## src/hdl/mb_regs.svh

```systemverilog
// constants for the serial slave request handler
`ifndef MB_REGS_SVH
`define MB_REGS_SVH

// =============================================================
// line timing
`define MB_CLK_HZ 125000000
`define MB_BAUD_BPS 19200
`define MB_BIT_CYC (`MB_CLK_HZ / `MB_BAUD_BPS)
`define MB_GAP15_HALF_BITS 33
`define MB_GAP35_HALF_BITS 77
`define MB_REPLY_LAT_MS 10
`define MB_REPLY_LAT_CYC (`MB_CLK_HZ / 1000 * `MB_REPLY_LAT_MS)

// =============================================================
// frame layout and codes
`define MB_FRAME_MAX 9'h100
`define MB_LEN_MIN 9'h004
`define MB_LEN_RD_HOLD 9'h008
`define MB_LEN_DT_SET 9'h00e
`define MB_LEN_HDR 9'h003
`define MB_LEN_DT_REPLY 9'h00c
`define MB_DT_OFS 9'h004
`define MB_ADDR_BCAST 8'h00
`define MB_ADDR_MAX 8'hf7
`define MB_ADDR_RESET 8'h01
`define MB_FC_RD_HOLD 8'h03
`define MB_FC_MEI 8'h2b
`define MB_SUB_ID 8'h0e
`define MB_SUB_DT_GET 8'h0f
`define MB_SUB_DT_SET 8'h10
`define MB_FC_EXC_BIT 8'h80
`define MB_EX_FUNC 8'h01
`define MB_EX_ADDR 8'h02
`define MB_EX_VALUE 8'h03
`define MB_EX_FAIL 8'h04
`define MB_RD_MAX 16'h007d
`define MB_ID_LEN 9'h008
`define MB_RSVD 8'h00
`define MB_CRC_INIT 16'hffff
`define MB_CRC_POLY 16'ha001
`define MB_CRC_RESIDUE 16'h0000

// =============================================================
// calendar limits
`define MB_MONTHS 8'h0c
`define MB_HOURS 8'h18
`define MB_MINUTES 8'h3c
`define MB_MS_PER_MIN 16'hea60

// =============================================================
// software registers
`define MB_REG_SLAVE_ADDR 8'h00
`define MB_REG_STATUS 8'h04
`define MB_REG_GOOD_FRAMES 8'h08
`define MB_ST_CRC_ERR 0
`define MB_ST_FRAME_ERR 1
`define MB_ST_BUSY 2

`endif

```

## src/hdl/mb_pkg.sv

```systemverilog
// types shared by the serial slave request handler
package mb_pkg;
	typedef enum logic [2:0] {ST_RX, ST_DECODE, ST_FILL, ST_RDREQ, ST_RDWAIT,
		ST_RDLO, ST_TX, ST_TXWAIT} mb_state_t;
	typedef enum logic [2:0] {M_EXC, M_RDH, M_ID, M_DTGET, M_ECHO} mb_mode_t;
endpackage

```

## src/hdl/mb_crc.sv

```systemverilog
// one byte step of the frame check
`timescale 1ns/100ps
`default_nettype none
`include "mb_regs.svh"
module mb_crc
(
	input wire logic [15:0] crc_in,
	input wire logic [7:0] data_in,
	output logic [15:0] crc_out
);
	always_comb
	begin
		crc_out = crc_in ^ {8'h00, data_in};
		for (int i = 0; i < 8; i++)
		begin
			if (crc_out[0])
				crc_out = (crc_out >> 1) ^ `MB_CRC_POLY;
			else
				crc_out = crc_out >> 1;
		end
	end
endmodule
`default_nettype wire

```

## src/hdl/mb_uart.sv

```systemverilog
// 8E2 serial receiver and transmitter
`timescale 1ns/100ps
`default_nettype none
`include "mb_regs.svh"
module mb_uart
#(
	parameter int BIT_CYC = `MB_BIT_CYC
)
(
	input wire logic ref_clk_in,
	input wire logic rst_in,
	input wire logic rx_in,
	input wire logic [7:0] tx_data_in,
	input wire logic tx_start_in,
	output logic rx_valid_out,
	output logic [7:0] rx_data_out,
	output logic rx_err_out,
	output logic tx_out,
	output logic tx_done_out
);
	logic s1_reg, s2_reg, s3_reg, lvl_reg, lvl_next;
	logic rx_on_reg, rx_on_next;
	logic [15:0] rcnt_reg, rcnt_next, tcnt_reg, tcnt_next;
	logic [3:0] rbit_reg, rbit_next, tbit_reg, tbit_next;
	logic [11:0] rsh_reg, rsh_next, tsh_reg, tsh_next;
	logic rv_next, rerr_next, tx_next, tdone_next;
	logic [7:0] rdat_next;

	// =============================================================
	// next state
	always_comb
	begin
		lvl_next = (s2_reg == s3_reg) ? s3_reg : lvl_reg;
		rx_on_next = rx_on_reg;
		rcnt_next = rcnt_reg;
		rbit_next = rbit_reg;
		rsh_next = rsh_reg;
		rv_next = 1'b0;
		rerr_next = rx_err_out;
		rdat_next = rx_data_out;
		if (!rx_on_reg)
		begin
			if (!lvl_reg)
			begin
				rx_on_next = 1'b1;
				rcnt_next = 16'(BIT_CYC / 2);
				rbit_next = 4'h0;
			end
		end
		else if (rcnt_reg != 16'h0000)
			rcnt_next = rcnt_reg - 16'h0001;
		else
		begin
			rsh_next = {lvl_reg, rsh_reg[11:1]};
			rcnt_next = 16'(BIT_CYC - 1);
			rbit_next = rbit_reg + 4'h1;
			if (rbit_reg == 4'hb)
			begin
				// even parity over data plus parity bit, both stops high
				rx_on_next = 1'b0;
				rv_next = 1'b1;
				rdat_next = rsh_next[8:1];
				rerr_next = rsh_next[0] | (^rsh_next[9:1]) | ~rsh_next[10]
					| ~rsh_next[11];
			end
		end
		tsh_next = tsh_reg;
		tcnt_next = tcnt_reg;
		tbit_next = tbit_reg;
		tx_next = tx_out;
		tdone_next = 1'b0;
		if (tbit_reg == 4'h0)
		begin
			if (tx_start_in)
			begin
				tsh_next = {2'b11, ^tx_data_in, tx_data_in, 1'b0};
				// one step more than bits sent: holds the second stop a full bit
				tbit_next = 4'hd;
				tcnt_next = 16'h0000;
			end
		end
		else if (tcnt_reg != 16'h0000)
			tcnt_next = tcnt_reg - 16'h0001;
		else
		begin
			tx_next = tsh_reg[0];
			tsh_next = {1'b1, tsh_reg[11:1]};
			tcnt_next = 16'(BIT_CYC - 1);
			tbit_next = tbit_reg - 4'h1;
		end
		if (tbit_reg == 4'h1 && tcnt_reg == 16'h0001)
			tdone_next = 1'b1;
	end

	// =============================================================
	// registers
	always_ff @(posedge ref_clk_in or posedge rst_in)
	begin
		if (rst_in)
		begin
			s1_reg <= 1'b1;
			s2_reg <= 1'b1;
			s3_reg <= 1'b1;
			lvl_reg <= 1'b1;
			rx_on_reg <= 1'b0;
			rcnt_reg <= 16'h0000;
			rbit_reg <= 4'h0;
			rsh_reg <= 12'h000;
			rx_valid_out <= 1'b0;
			rx_err_out <= 1'b0;
			rx_data_out <= 8'h00;
			tsh_reg <= 12'hfff;
			tcnt_reg <= 16'h0000;
			tbit_reg <= 4'h0;
			tx_out <= 1'b1;
			tx_done_out <= 1'b0;
		end
		else
		begin
			s1_reg <= rx_in;
			s2_reg <= s1_reg;
			s3_reg <= s2_reg;
			lvl_reg <= lvl_next;
			rx_on_reg <= rx_on_next;
			rcnt_reg <= rcnt_next;
			rbit_reg <= rbit_next;
			rsh_reg <= rsh_next;
			rx_valid_out <= rv_next;
			rx_err_out <= rerr_next;
			rx_data_out <= rdat_next;
			tsh_reg <= tsh_next;
			tcnt_reg <= tcnt_next;
			tbit_reg <= tbit_next;
			tx_out <= tx_next;
			tx_done_out <= tdone_next;
		end
	end
endmodule
`default_nettype wire

```

## src/hdl/mb_slave.sv

```systemverilog
// serial slave request handler: framing, decode, reply
`timescale 1ns/100ps
`default_nettype none
`include "mb_regs.svh"
module mb_slave
	import mb_pkg::*;
#(
	parameter int BIT_CYC = `MB_BIT_CYC,
	parameter int REPLY_LAT_CYC = `MB_REPLY_LAT_CYC
)
(
	input wire logic ref_clk_in,
	input wire logic rst_in,
	input wire logic rx_in,
	output logic tx_out,
	output logic tx_en_out,
	input wire logic [7:0] reg_addr_in,
	input wire logic [31:0] reg_wdata_in,
	input wire logic reg_wr_in,
	input wire logic reg_rd_in,
	output logic [31:0] reg_rdata_out,
	output logic hreg_req_out,
	output logic [15:0] hreg_addr_out,
	input wire logic hreg_ack_in,
	input wire logic hreg_err_in,
	input wire logic [15:0] hreg_data_in,
	output logic [7:0] id_index_out,
	input wire logic [7:0] id_byte_in,
	input wire logic [63:0] dt_now_in,
	output logic dt_load_out,
	output logic [63:0] dt_value_out
);
	localparam logic [20:0] GAP15 = 21'(BIT_CYC * `MB_GAP15_HALF_BITS / 2);
	localparam logic [20:0] GAP35 = 21'(BIT_CYC * `MB_GAP35_HALF_BITS / 2);
	localparam logic [20:0] LAT_MAX = 21'(REPLY_LAT_CYC - 1);

	function automatic logic mb_dt_valid(input logic [63:0] d);
		logic [7:0] dmax;
		begin
			case (d[47:40])
				8'h02: dmax = (d[49:48] == 2'b00) ? 8'h1d : 8'h1c;
				8'h04, 8'h06, 8'h09, 8'h0b: dmax = 8'h1e;
				default: dmax = 8'h1f;
			endcase
			return d[47:40] != 8'h00 && d[47:40] <= `MB_MONTHS
				&& d[39:32] != 8'h00 && d[39:32] <= dmax
				&& d[31:24] < `MB_HOURS && d[23:16] < `MB_MINUTES
				&& d[15:0] < `MB_MS_PER_MIN;
		end
	endfunction

	logic [7:0] rxb [0:255];
	logic [7:0] txb [0:255];
	mb_state_t st_reg, st_next;
	mb_mode_t mode_reg, mode_next;
	logic [8:0] len_reg, len_next, idx_reg, idx_next, tlen_reg, tlen_next;
	logic [20:0] gap_reg, gap_next, lat_reg, lat_next;
	logic bad_reg, bad_next, dtok_reg, dtok_next, rearm;
	logic [15:0] rcrc_reg, rcrc_next, tcrc_reg, tcrc_next, rx_crc, tx_crc;
	logic [15:0] rda_reg, rda_next, cnt;
	logic [7:0] left_reg, left_next, exc_reg, exc_next, lo_reg, lo_next;
	logic [7:0] fill_src, tx_src, idi_next;
	logic [63:0] snap_reg, snap_next, dtset, dtv_next;
	logic [8:0] fill_last;
	logic rxb_we, txb_we, req_next, dtl_next, tx_start, cerr_set, ferr_set;
	logic good_inc;
	logic [7:0] rxb_wi, txb_wi, txb_wd;
	logic rx_valid, rx_err, tx_done;
	logic [7:0] rx_data;
	logic [7:0] own_reg, own_next;
	logic cerr_reg, cerr_next, ferr_reg, ferr_next;
	logic [15:0] good_reg, good_next;
	logic [31:0] rdata_next;

	mb_uart #(.BIT_CYC(BIT_CYC)) u_uart
	(
		.ref_clk_in(ref_clk_in),
		.rst_in(rst_in),
		.rx_in(rx_in),
		.tx_data_in(tx_src),
		.tx_start_in(tx_start),
		.rx_valid_out(rx_valid),
		.rx_data_out(rx_data),
		.rx_err_out(rx_err),
		.tx_out(tx_out),
		.tx_done_out(tx_done)
	);
	mb_crc u_rx_crc
	(
		.crc_in(rcrc_reg),
		.data_in(rx_data),
		.crc_out(rx_crc)
	);
	mb_crc u_tx_crc
	(
		.crc_in(tcrc_reg),
		.data_in(tx_src),
		.crc_out(tx_crc)
	);

	// driver enable only while a reply is on the line
	assign tx_en_out = (st_reg == ST_TX) || (st_reg == ST_TXWAIT);

	// =============================================================
	// frame handling
	always_comb
	begin
		st_next = st_reg;
		mode_next = mode_reg;
		len_next = len_reg;
		idx_next = idx_reg;
		tlen_next = tlen_reg;
		gap_next = gap_reg;
		lat_next = lat_reg;
		bad_next = bad_reg;
		dtok_next = dtok_reg;
		rcrc_next = rcrc_reg;
		tcrc_next = tcrc_reg;
		rda_next = rda_reg;
		left_next = left_reg;
		exc_next = exc_reg;
		lo_next = lo_reg;
		snap_next = snap_reg;
		dtv_next = dt_value_out;
		idi_next = id_index_out;
		req_next = 1'b0;
		dtl_next = 1'b0;
		tx_start = 1'b0;
		cerr_set = 1'b0;
		ferr_set = 1'b0;
		good_inc = 1'b0;
		rearm = 1'b0;
		rxb_we = 1'b0;
		rxb_wi = len_reg[7:0];
		txb_we = 1'b0;
		txb_wi = idx_reg[7:0];
		txb_wd = 8'h00;
		cnt = {rxb[4], rxb[5]};
		dtset = {rxb[4], rxb[5], rxb[6], rxb[7], rxb[8], rxb[9], rxb[10],
			rxb[11]};
		fill_last = (mode_reg == M_RDH) ? 9'h002 : tlen_reg - 9'h001;
		case (mode_reg)
			M_EXC: fill_src = (idx_reg == 9'h000) ? rxb[0] :
				(idx_reg == 9'h001) ? (rxb[1] | `MB_FC_EXC_BIT) : exc_reg;
			M_RDH: fill_src = (idx_reg < 9'h002) ? rxb[idx_reg[7:0]] :
				{left_reg[6:0], 1'b0};
			M_ID: fill_src = (idx_reg < `MB_LEN_HDR) ? rxb[idx_reg[7:0]] :
				id_byte_in;
			M_DTGET: fill_src = (idx_reg < `MB_LEN_HDR) ? rxb[idx_reg[7:0]] :
				(idx_reg == `MB_LEN_HDR) ? `MB_RSVD :
				snap_reg[{3'd7 - 3'(idx_reg[2:0] - 3'd4), 3'b000} +: 8];
			default: fill_src = (idx_reg < `MB_DT_OFS || dtok_reg) ?
				rxb[idx_reg[7:0]] : 8'h00;
		endcase
		if (idx_reg < tlen_reg)
			tx_src = txb[idx_reg[7:0]];
		else if (idx_reg == tlen_reg)
			tx_src = tcrc_reg[7:0];
		else
			tx_src = tcrc_reg[15:8];
		case (st_reg)
			ST_RX:
			begin
				if (rx_valid)
				begin
					gap_next = 21'h000000;
					if (len_reg == `MB_FRAME_MAX || rx_err
						|| (gap_reg >= GAP15 && len_reg != 9'h000))
						bad_next = 1'b1;
					else
					begin
						rxb_we = 1'b1;
						len_next = len_reg + 9'h001;
						rcrc_next = rx_crc;
					end
				end
				else if (gap_reg != GAP35)
					gap_next = gap_reg + 21'h000001;
				else if (len_reg != 9'h000)
				begin
					if (bad_reg || len_reg < `MB_LEN_MIN)
					begin
						ferr_set = 1'b1;
						rearm = 1'b1;
					end
					else if (rcrc_reg != `MB_CRC_RESIDUE)
					begin
						cerr_set = 1'b1;
						rearm = 1'b1;
					end
					else if (rxb[0] == own_reg || rxb[0] == `MB_ADDR_BCAST)
					begin
						st_next = ST_DECODE;
						good_inc = 1'b1;
					end
					else
						rearm = 1'b1;
				end
			end
			ST_DECODE:
			begin
				idx_next = 9'h000;
				idi_next = 8'hfd;
				lat_next = 21'h000000;
				tcrc_next = `MB_CRC_INIT;
				st_next = ST_FILL;
				mode_next = M_EXC;
				tlen_next = `MB_LEN_HDR;
				exc_next = `MB_EX_FUNC;
				if (rxb[1] == `MB_FC_RD_HOLD)
				begin
					if (len_reg != `MB_LEN_RD_HOLD || cnt == 16'h0000
						|| cnt > `MB_RD_MAX)
						exc_next = `MB_EX_VALUE;
					else
					begin
						mode_next = M_RDH;
						tlen_next = `MB_LEN_HDR + {cnt[7:0], 1'b0};
						rda_next = {rxb[2], rxb[3]};
						left_next = cnt[7:0];
					end
				end
				else if (rxb[1] == `MB_FC_MEI && rxb[2] == `MB_SUB_ID)
				begin
					mode_next = M_ID;
					tlen_next = `MB_LEN_HDR + `MB_ID_LEN;
				end
				else if (rxb[1] == `MB_FC_MEI && rxb[2] == `MB_SUB_DT_GET)
				begin
					mode_next = M_DTGET;
					tlen_next = `MB_LEN_DT_REPLY;
					snap_next = dt_now_in;
				end
				else if (rxb[1] == `MB_FC_MEI && rxb[2] == `MB_SUB_DT_SET)
				begin
					if (len_reg != `MB_LEN_DT_SET)
						exc_next = `MB_EX_VALUE;
					else
					begin
						mode_next = M_ECHO;
						tlen_next = `MB_LEN_DT_REPLY;
						dtok_next = mb_dt_valid(dtset);
						dtl_next = mb_dt_valid(dtset);
						if (mb_dt_valid(dtset))
							dtv_next = dtset;
					end
				end
				if (rxb[0] == `MB_ADDR_BCAST)
				begin
					st_next = ST_RX;
					rearm = 1'b1;
				end
			end
			ST_FILL:
			begin
				txb_we = 1'b1;
				txb_wd = fill_src;
				idx_next = idx_reg + 9'h001;
				idi_next = id_index_out + 8'h01;
				if (idx_reg == fill_last)
				begin
					if (mode_reg == M_RDH)
						st_next = ST_RDREQ;
					else
					begin
						st_next = ST_TX;
						idx_next = 9'h000;
					end
				end
			end
			ST_RDREQ:
			begin
				req_next = 1'b1;
				st_next = ST_RDWAIT;
			end
			ST_RDWAIT:
			begin
				lat_next = lat_reg + 21'h000001;
				if (hreg_ack_in)
				begin
					if (hreg_err_in)
					begin
						mode_next = M_EXC;
						exc_next = `MB_EX_ADDR;
						tlen_next = `MB_LEN_HDR;
						idx_next = 9'h000;
						st_next = ST_FILL;
					end
					else
					begin
						txb_we = 1'b1;
						txb_wd = hreg_data_in[15:8];
						lo_next = hreg_data_in[7:0];
						idx_next = idx_reg + 9'h001;
						st_next = ST_RDLO;
					end
				end
				else if (lat_reg == LAT_MAX)
				begin
					mode_next = M_EXC;
					exc_next = `MB_EX_FAIL;
					tlen_next = `MB_LEN_HDR;
					idx_next = 9'h000;
					st_next = ST_FILL;
				end
			end
			ST_RDLO:
			begin
				txb_we = 1'b1;
				txb_wd = lo_reg;
				idx_next = idx_reg + 9'h001;
				rda_next = rda_reg + 16'h0001;
				left_next = left_reg - 8'h01;
				st_next = ST_RDREQ;
				if (left_reg == 8'h01)
				begin
					idx_next = 9'h000;
					st_next = ST_TX;
				end
			end
			ST_TX:
			begin
				tx_start = 1'b1;
				if (idx_reg < tlen_reg)
					tcrc_next = tx_crc;
				st_next = ST_TXWAIT;
			end
			default:
			begin
				if (tx_done)
				begin
					idx_next = idx_reg + 9'h001;
					st_next = ST_TX;
					if (idx_reg == tlen_reg + 9'h001)
					begin
						st_next = ST_RX;
						rearm = 1'b1;
					end
				end
			end
		endcase
		if (rearm)
		begin
			len_next = 9'h000;
			bad_next = 1'b0;
			gap_next = 21'h000000;
			rcrc_next = `MB_CRC_INIT;
		end
	end

	always_ff @(posedge ref_clk_in)
	begin
		if (rxb_we)
			rxb[rxb_wi] <= rx_data;
		if (txb_we)
			txb[txb_wi] <= txb_wd;
	end

	always_ff @(posedge ref_clk_in or posedge rst_in)
	begin
		if (rst_in)
		begin
			st_reg <= ST_RX;
			mode_reg <= M_EXC;
			len_reg <= 9'h000;
			idx_reg <= 9'h000;
			tlen_reg <= 9'h000;
			gap_reg <= 21'h000000;
			lat_reg <= 21'h000000;
			bad_reg <= 1'b0;
			dtok_reg <= 1'b0;
			rcrc_reg <= `MB_CRC_INIT;
			tcrc_reg <= `MB_CRC_INIT;
			rda_reg <= 16'h0000;
			left_reg <= 8'h00;
			exc_reg <= 8'h00;
			lo_reg <= 8'h00;
			snap_reg <= 64'h0000000000000000;
			dt_value_out <= 64'h0000000000000000;
			dt_load_out <= 1'b0;
			id_index_out <= 8'h00;
			hreg_req_out <= 1'b0;
		end
		else
		begin
			st_reg <= st_next;
			mode_reg <= mode_next;
			len_reg <= len_next;
			idx_reg <= idx_next;
			tlen_reg <= tlen_next;
			gap_reg <= gap_next;
			lat_reg <= lat_next;
			bad_reg <= bad_next;
			dtok_reg <= dtok_next;
			rcrc_reg <= rcrc_next;
			tcrc_reg <= tcrc_next;
			rda_reg <= rda_next;
			left_reg <= left_next;
			exc_reg <= exc_next;
			lo_reg <= lo_next;
			snap_reg <= snap_next;
			dt_value_out <= dtv_next;
			dt_load_out <= dtl_next;
			id_index_out <= idi_next;
			hreg_req_out <= req_next;
		end
	end

	assign hreg_addr_out = rda_reg;

	// =============================================================
	// software registers
	always_comb
	begin
		own_next = own_reg;
		good_next = good_inc ? good_reg + 16'h0001 : good_reg;
		cerr_next = cerr_reg;
		ferr_next = ferr_reg;
		rdata_next = 32'h00000000;
		if (reg_wr_in && reg_addr_in == `MB_REG_SLAVE_ADDR)
		begin
			if (reg_wdata_in[7:0] != `MB_ADDR_BCAST
				&& reg_wdata_in[7:0] <= `MB_ADDR_MAX && reg_wdata_in[31:8] == 24'h0)
				own_next = reg_wdata_in[7:0];
		end
		else if (reg_wr_in && reg_addr_in == `MB_REG_STATUS)
		begin
			if (reg_wdata_in[`MB_ST_CRC_ERR])
				cerr_next = 1'b0;
			if (reg_wdata_in[`MB_ST_FRAME_ERR])
				ferr_next = 1'b0;
		end
		// a new error in the clearing cycle is kept
		if (cerr_set)
			cerr_next = 1'b1;
		if (ferr_set)
			ferr_next = 1'b1;
		if (reg_rd_in && reg_addr_in == `MB_REG_SLAVE_ADDR)
			rdata_next = {24'h000000, own_reg};
		else if (reg_rd_in && reg_addr_in == `MB_REG_STATUS)
			rdata_next = {29'h00000000, st_reg != ST_RX, ferr_reg, cerr_reg};
		else if (reg_rd_in && reg_addr_in == `MB_REG_GOOD_FRAMES)
			rdata_next = {16'h0000, good_reg};
	end

	always_ff @(posedge ref_clk_in or posedge rst_in)
	begin
		if (rst_in)
		begin
			own_reg <= `MB_ADDR_RESET;
			good_reg <= 16'h0000;
			cerr_reg <= 1'b0;
			ferr_reg <= 1'b0;
			reg_rdata_out <= 32'h00000000;
		end
		else
		begin
			own_reg <= own_next;
			good_reg <= good_next;
			cerr_reg <= cerr_next;
			ferr_reg <= ferr_next;
			reg_rdata_out <= rdata_next;
		end
	end
endmodule
`default_nettype wire

```

## config.mk

```make
export PLATFORM = sky130hd
export DESIGN_NAME = mb_slave
export DESIGN_NICKNAME = d
export VERILOG_FILES = /design/src/hdl/mb_pkg.sv /design/src/hdl/mb_crc.sv /design/src/hdl/mb_uart.sv /design/src/hdl/mb_slave.sv
export VERILOG_INCLUDE_DIRS = /design/src /design/src/hdl
export SDC_FILE = /design/constraint.sdc
export NUM_CORES = 2
export LEC_CHECK = 0
export BUFFER_PORTS_ARGS = -buffer_cell sky130_fd_sc_hd__buf_2
export CAP_MARGIN = 25
export CORE_MARGIN = 5
export CORE_UTILIZATION = 55
export DETAILED_ROUTE_END_ITERATION = 10
export HOLD_SLACK_MARGIN = 0.06
export PLACE_DENSITY_LB_ADDON = 0.08
export REMOVE_ABC_BUFFERS = 1
export SYNTH_ARGS = -nofsm -noshare
export SYNTH_HDL_FRONTEND = slang
export SYNTH_SLANG_ARGS = --single-unit
```

## constraint.sdc

```tcl
create_clock -name ref_clk_in -period 38.9 [get_ports ref_clk_in]
set_input_delay 7.78 -clock ref_clk_in [delete_from_list [all_inputs] [get_ports ref_clk_in]]
set_output_delay 7.78 -clock ref_clk_in [all_outputs]
set_load 0.005 [all_outputs]
```

==> out/qor.txt <==
DR vias: 95900
Inst Count DP: 13800
Max H-tree Level: 5
Largest stage delay, worst path: 840 ps
Share of cells above drive strength 1: 23.2%
Maximum vdd ir drop: 0.0000577 V
Final nets: 10100
Kind of critical path: in2reg
Vias in the first global route: 95200
Switching share of power: 28.6%
Post-Syn Instances: 9512
Initial antenna violation count: 23
Hold Buf Count CTS: 0
CP cell instances: buf_2 > nand2b_1 > nor2_2 > buf_4 > a22oi_1 > o21ai_4 > buf_4 > buf_4 > buf_4 > buf_4
FFs w/ async S/R, synth: 8.94%
Max-slew headroom: 17.4%
Setup TNS: 0 ps
Full die area: 338000 µm²
Setup Fix Bufs, Post-CTS: 0
Worst-path fanout max: 69
Tmin final: 11640 ps
Core area: 326000 µm²
Fmax: 85.9 MHz
Worst-Margin Slew: 1240 ps
Synth-to-layout area growth: 11.7%
GRT Residual Overflow: 0
Routed wire per std cell: 34.3 µm
Min setup slack post-route: 27260 ps
CTS tree: yes
DRC violations left: 0
Die Ht: 582 µm
Most common cell after layout, fill and taps aside: edfxtp_1
RSZ-0062 raised after global routing: false
DP HPWL: 308000 µm
Post-Layout Cell Count: 14600
Pint: 8.73 mW
Post-synth EDFFs: 4096
HP Class: reg2reg
Placer Congestion: 0.909
NetSw: 3.49 mW
Fin. max-slew vios: 0
Most frequent cells in the layout: edfxtp_1, mux4_2, nor2_1
Leak Pwr: 60.0 nW
Period utilization: 29.9%
Number of distinct library cells after synthesis: 83
Post-synth top area share: 68.4%
DR pass1 iterations: 8
Clk pwr share: 35.3%
Die width: 582 µm
Crit path DAT: 12290 ps
Port-buffer cells: 242
Sequential fraction of the synthesis area: 74.0%
GRT Overall Usage: 29.4%
Cell taking the most area after synthesis: edfxtp_1
Ports: 259
First-pass GRT wire length: 715000 µm
Antenna-violating nets left: 0
Syn_area_per_cell: 18.9 µm²
Synth Cell Area: 180000 µm²
Initial DRC count: 12000
#FFs+latches synth: 4498
Status: finished, final reports clean
Clock Tree Buf Depth: 4
Clk root buf: clkbuf_16
Biggest regs: rxb (2048), txb (2048)
Top post-synthesis cells by area: edfxtp_1, mux4_2, dfrtp_1
CP max stage cell: buf_4
Comb power frac: 20.3%
Starting Density: 55.1%
Final Hold Vio Count: 0
Final Util: 61.6%
Worst endpoint required time: 39550 ps
Largest net degree at the start of global routing: 210
Setup violations, final: 0
Post-synth top flop: edfxtp_1
PwrDens: 60.9 nW/µm²
Crit path top cell by count: buf_4
Max_cap viols: 0
CP Launch Type: input port
Sequential Power Share: 44.4%
Core Rows: 210
Latest clock arrival within the worst-skew pair: 990 ps
Via density per instance: 6.55
Worst slack at placement: 26400 ps
CTS clk-pin slew, worst paths: 60 ps
CTS Buf Count: 450
FILL cells: 23100
Layout Skew: 51.1 ps
Ys Warns: 0
Sink Count: 4498
Detailed Route WL: 502000 µm
Critical path endpoint category: flop
Cts repair resizes: 0
==> worst max-delay path, delay by kind of cell <==
family          cells  cell delay (ps)
buf+inv             6             3260
compound gates      2              530
simple gates        2              350
==> logic make-up (layout without fill, tap and decap cells) <==
family / after synthesis / after routing / share of synthesized area, %
AO/OA/AOI/OAI: 874 / 874 / 3.23
buffers and inverters: 616 / 1372 / 1.65
XOR/XNOR: 138 / 138 / 0.676
multiplexers: 1537 / 1537 / 15.7
adder cells (fa/ha/maj): 40 / 40 / 0.277
flip-flops: 4498 / 4498 / 74.0
other: 1 / 32 / 0.00209
AND/OR/NAND/NOR: 1808 / 1808 / 4.39
==> final cells by class <==
type	instances	area [µm²]	share of cell area (%)
repair buffers	478	3360	1.67
flip-flops and latches	4498	133000	66.3
inverters	64	277	0.138
diodes	16	40.0	0.0199
well taps	4346	5440	2.71
clock inverters	262	2620	1.30
multi-input cells	4413	44000	21.9
clock buffers	568	12000	5.95
==> cells in the mapped netlist (all sizes together) (110+ instances only) <==
library cell     n
nor2           759
a21oi          154
clkbuf         258
mux4          1019
nand3          119
edfxtp        4096
o21ai          207
dfrtp          354
mux2i          408
mux2           110
buf            294
nand2          536
==> worst paths after layout <==
kind,slack (ps),from,cells past startpoint,endpoint
max,27260,hreg_err_in,10,txb[16][3]
min,360,u_uart.s1_reg,0,u_uart.s2_reg
max reg2reg,29320,idx_reg[1],15,txb[16][3]
min reg2reg,360,u_uart.s1_reg,0,u_uart.s2_reg
max in group asynchronous,29710,rst_in,5,u_uart.rx_data_out[6]
min in group asynchronous,6680,rst_in,2,own_reg[4]
==> stage by stage <==
stage | instance area, µm² | total power [mW] | hold slack, ps
floorplan | 177000 | 8.98 | 345
detailed placement | 186000 | 8.01 | 347
CTS | 201000 | 12.3 | 348
global placement | 186000 | 7.99 | 351
global route | 201000 | 12.6 | 348
finish | 201000 | 12.2 | 358
==> metal layers <==
layer  track usage, %  wire length (µm)
met5                0                75
met2             47.1            243000
met1             41.3            195000
met3             4.98             42300
met4             11.2             22500
==> power by group through the flow <==
stage / Clock (mW) / Combinational (mW) / Sequential, mW
6_report: 4.31 / 2.48 / 5.43
5_1_grt: 4.57 / 2.60 / 5.44
4_1_cts: 4.35 / 2.48 / 5.43
3_5_place_dp: 0 / 2.48 / 5.53
2_1_floorplan: 0 / 3.10 / 5.87
3_3_place_gp: 0 / 2.46 / 5.53
Note: power is estimated with default switching activity, not from simulation.
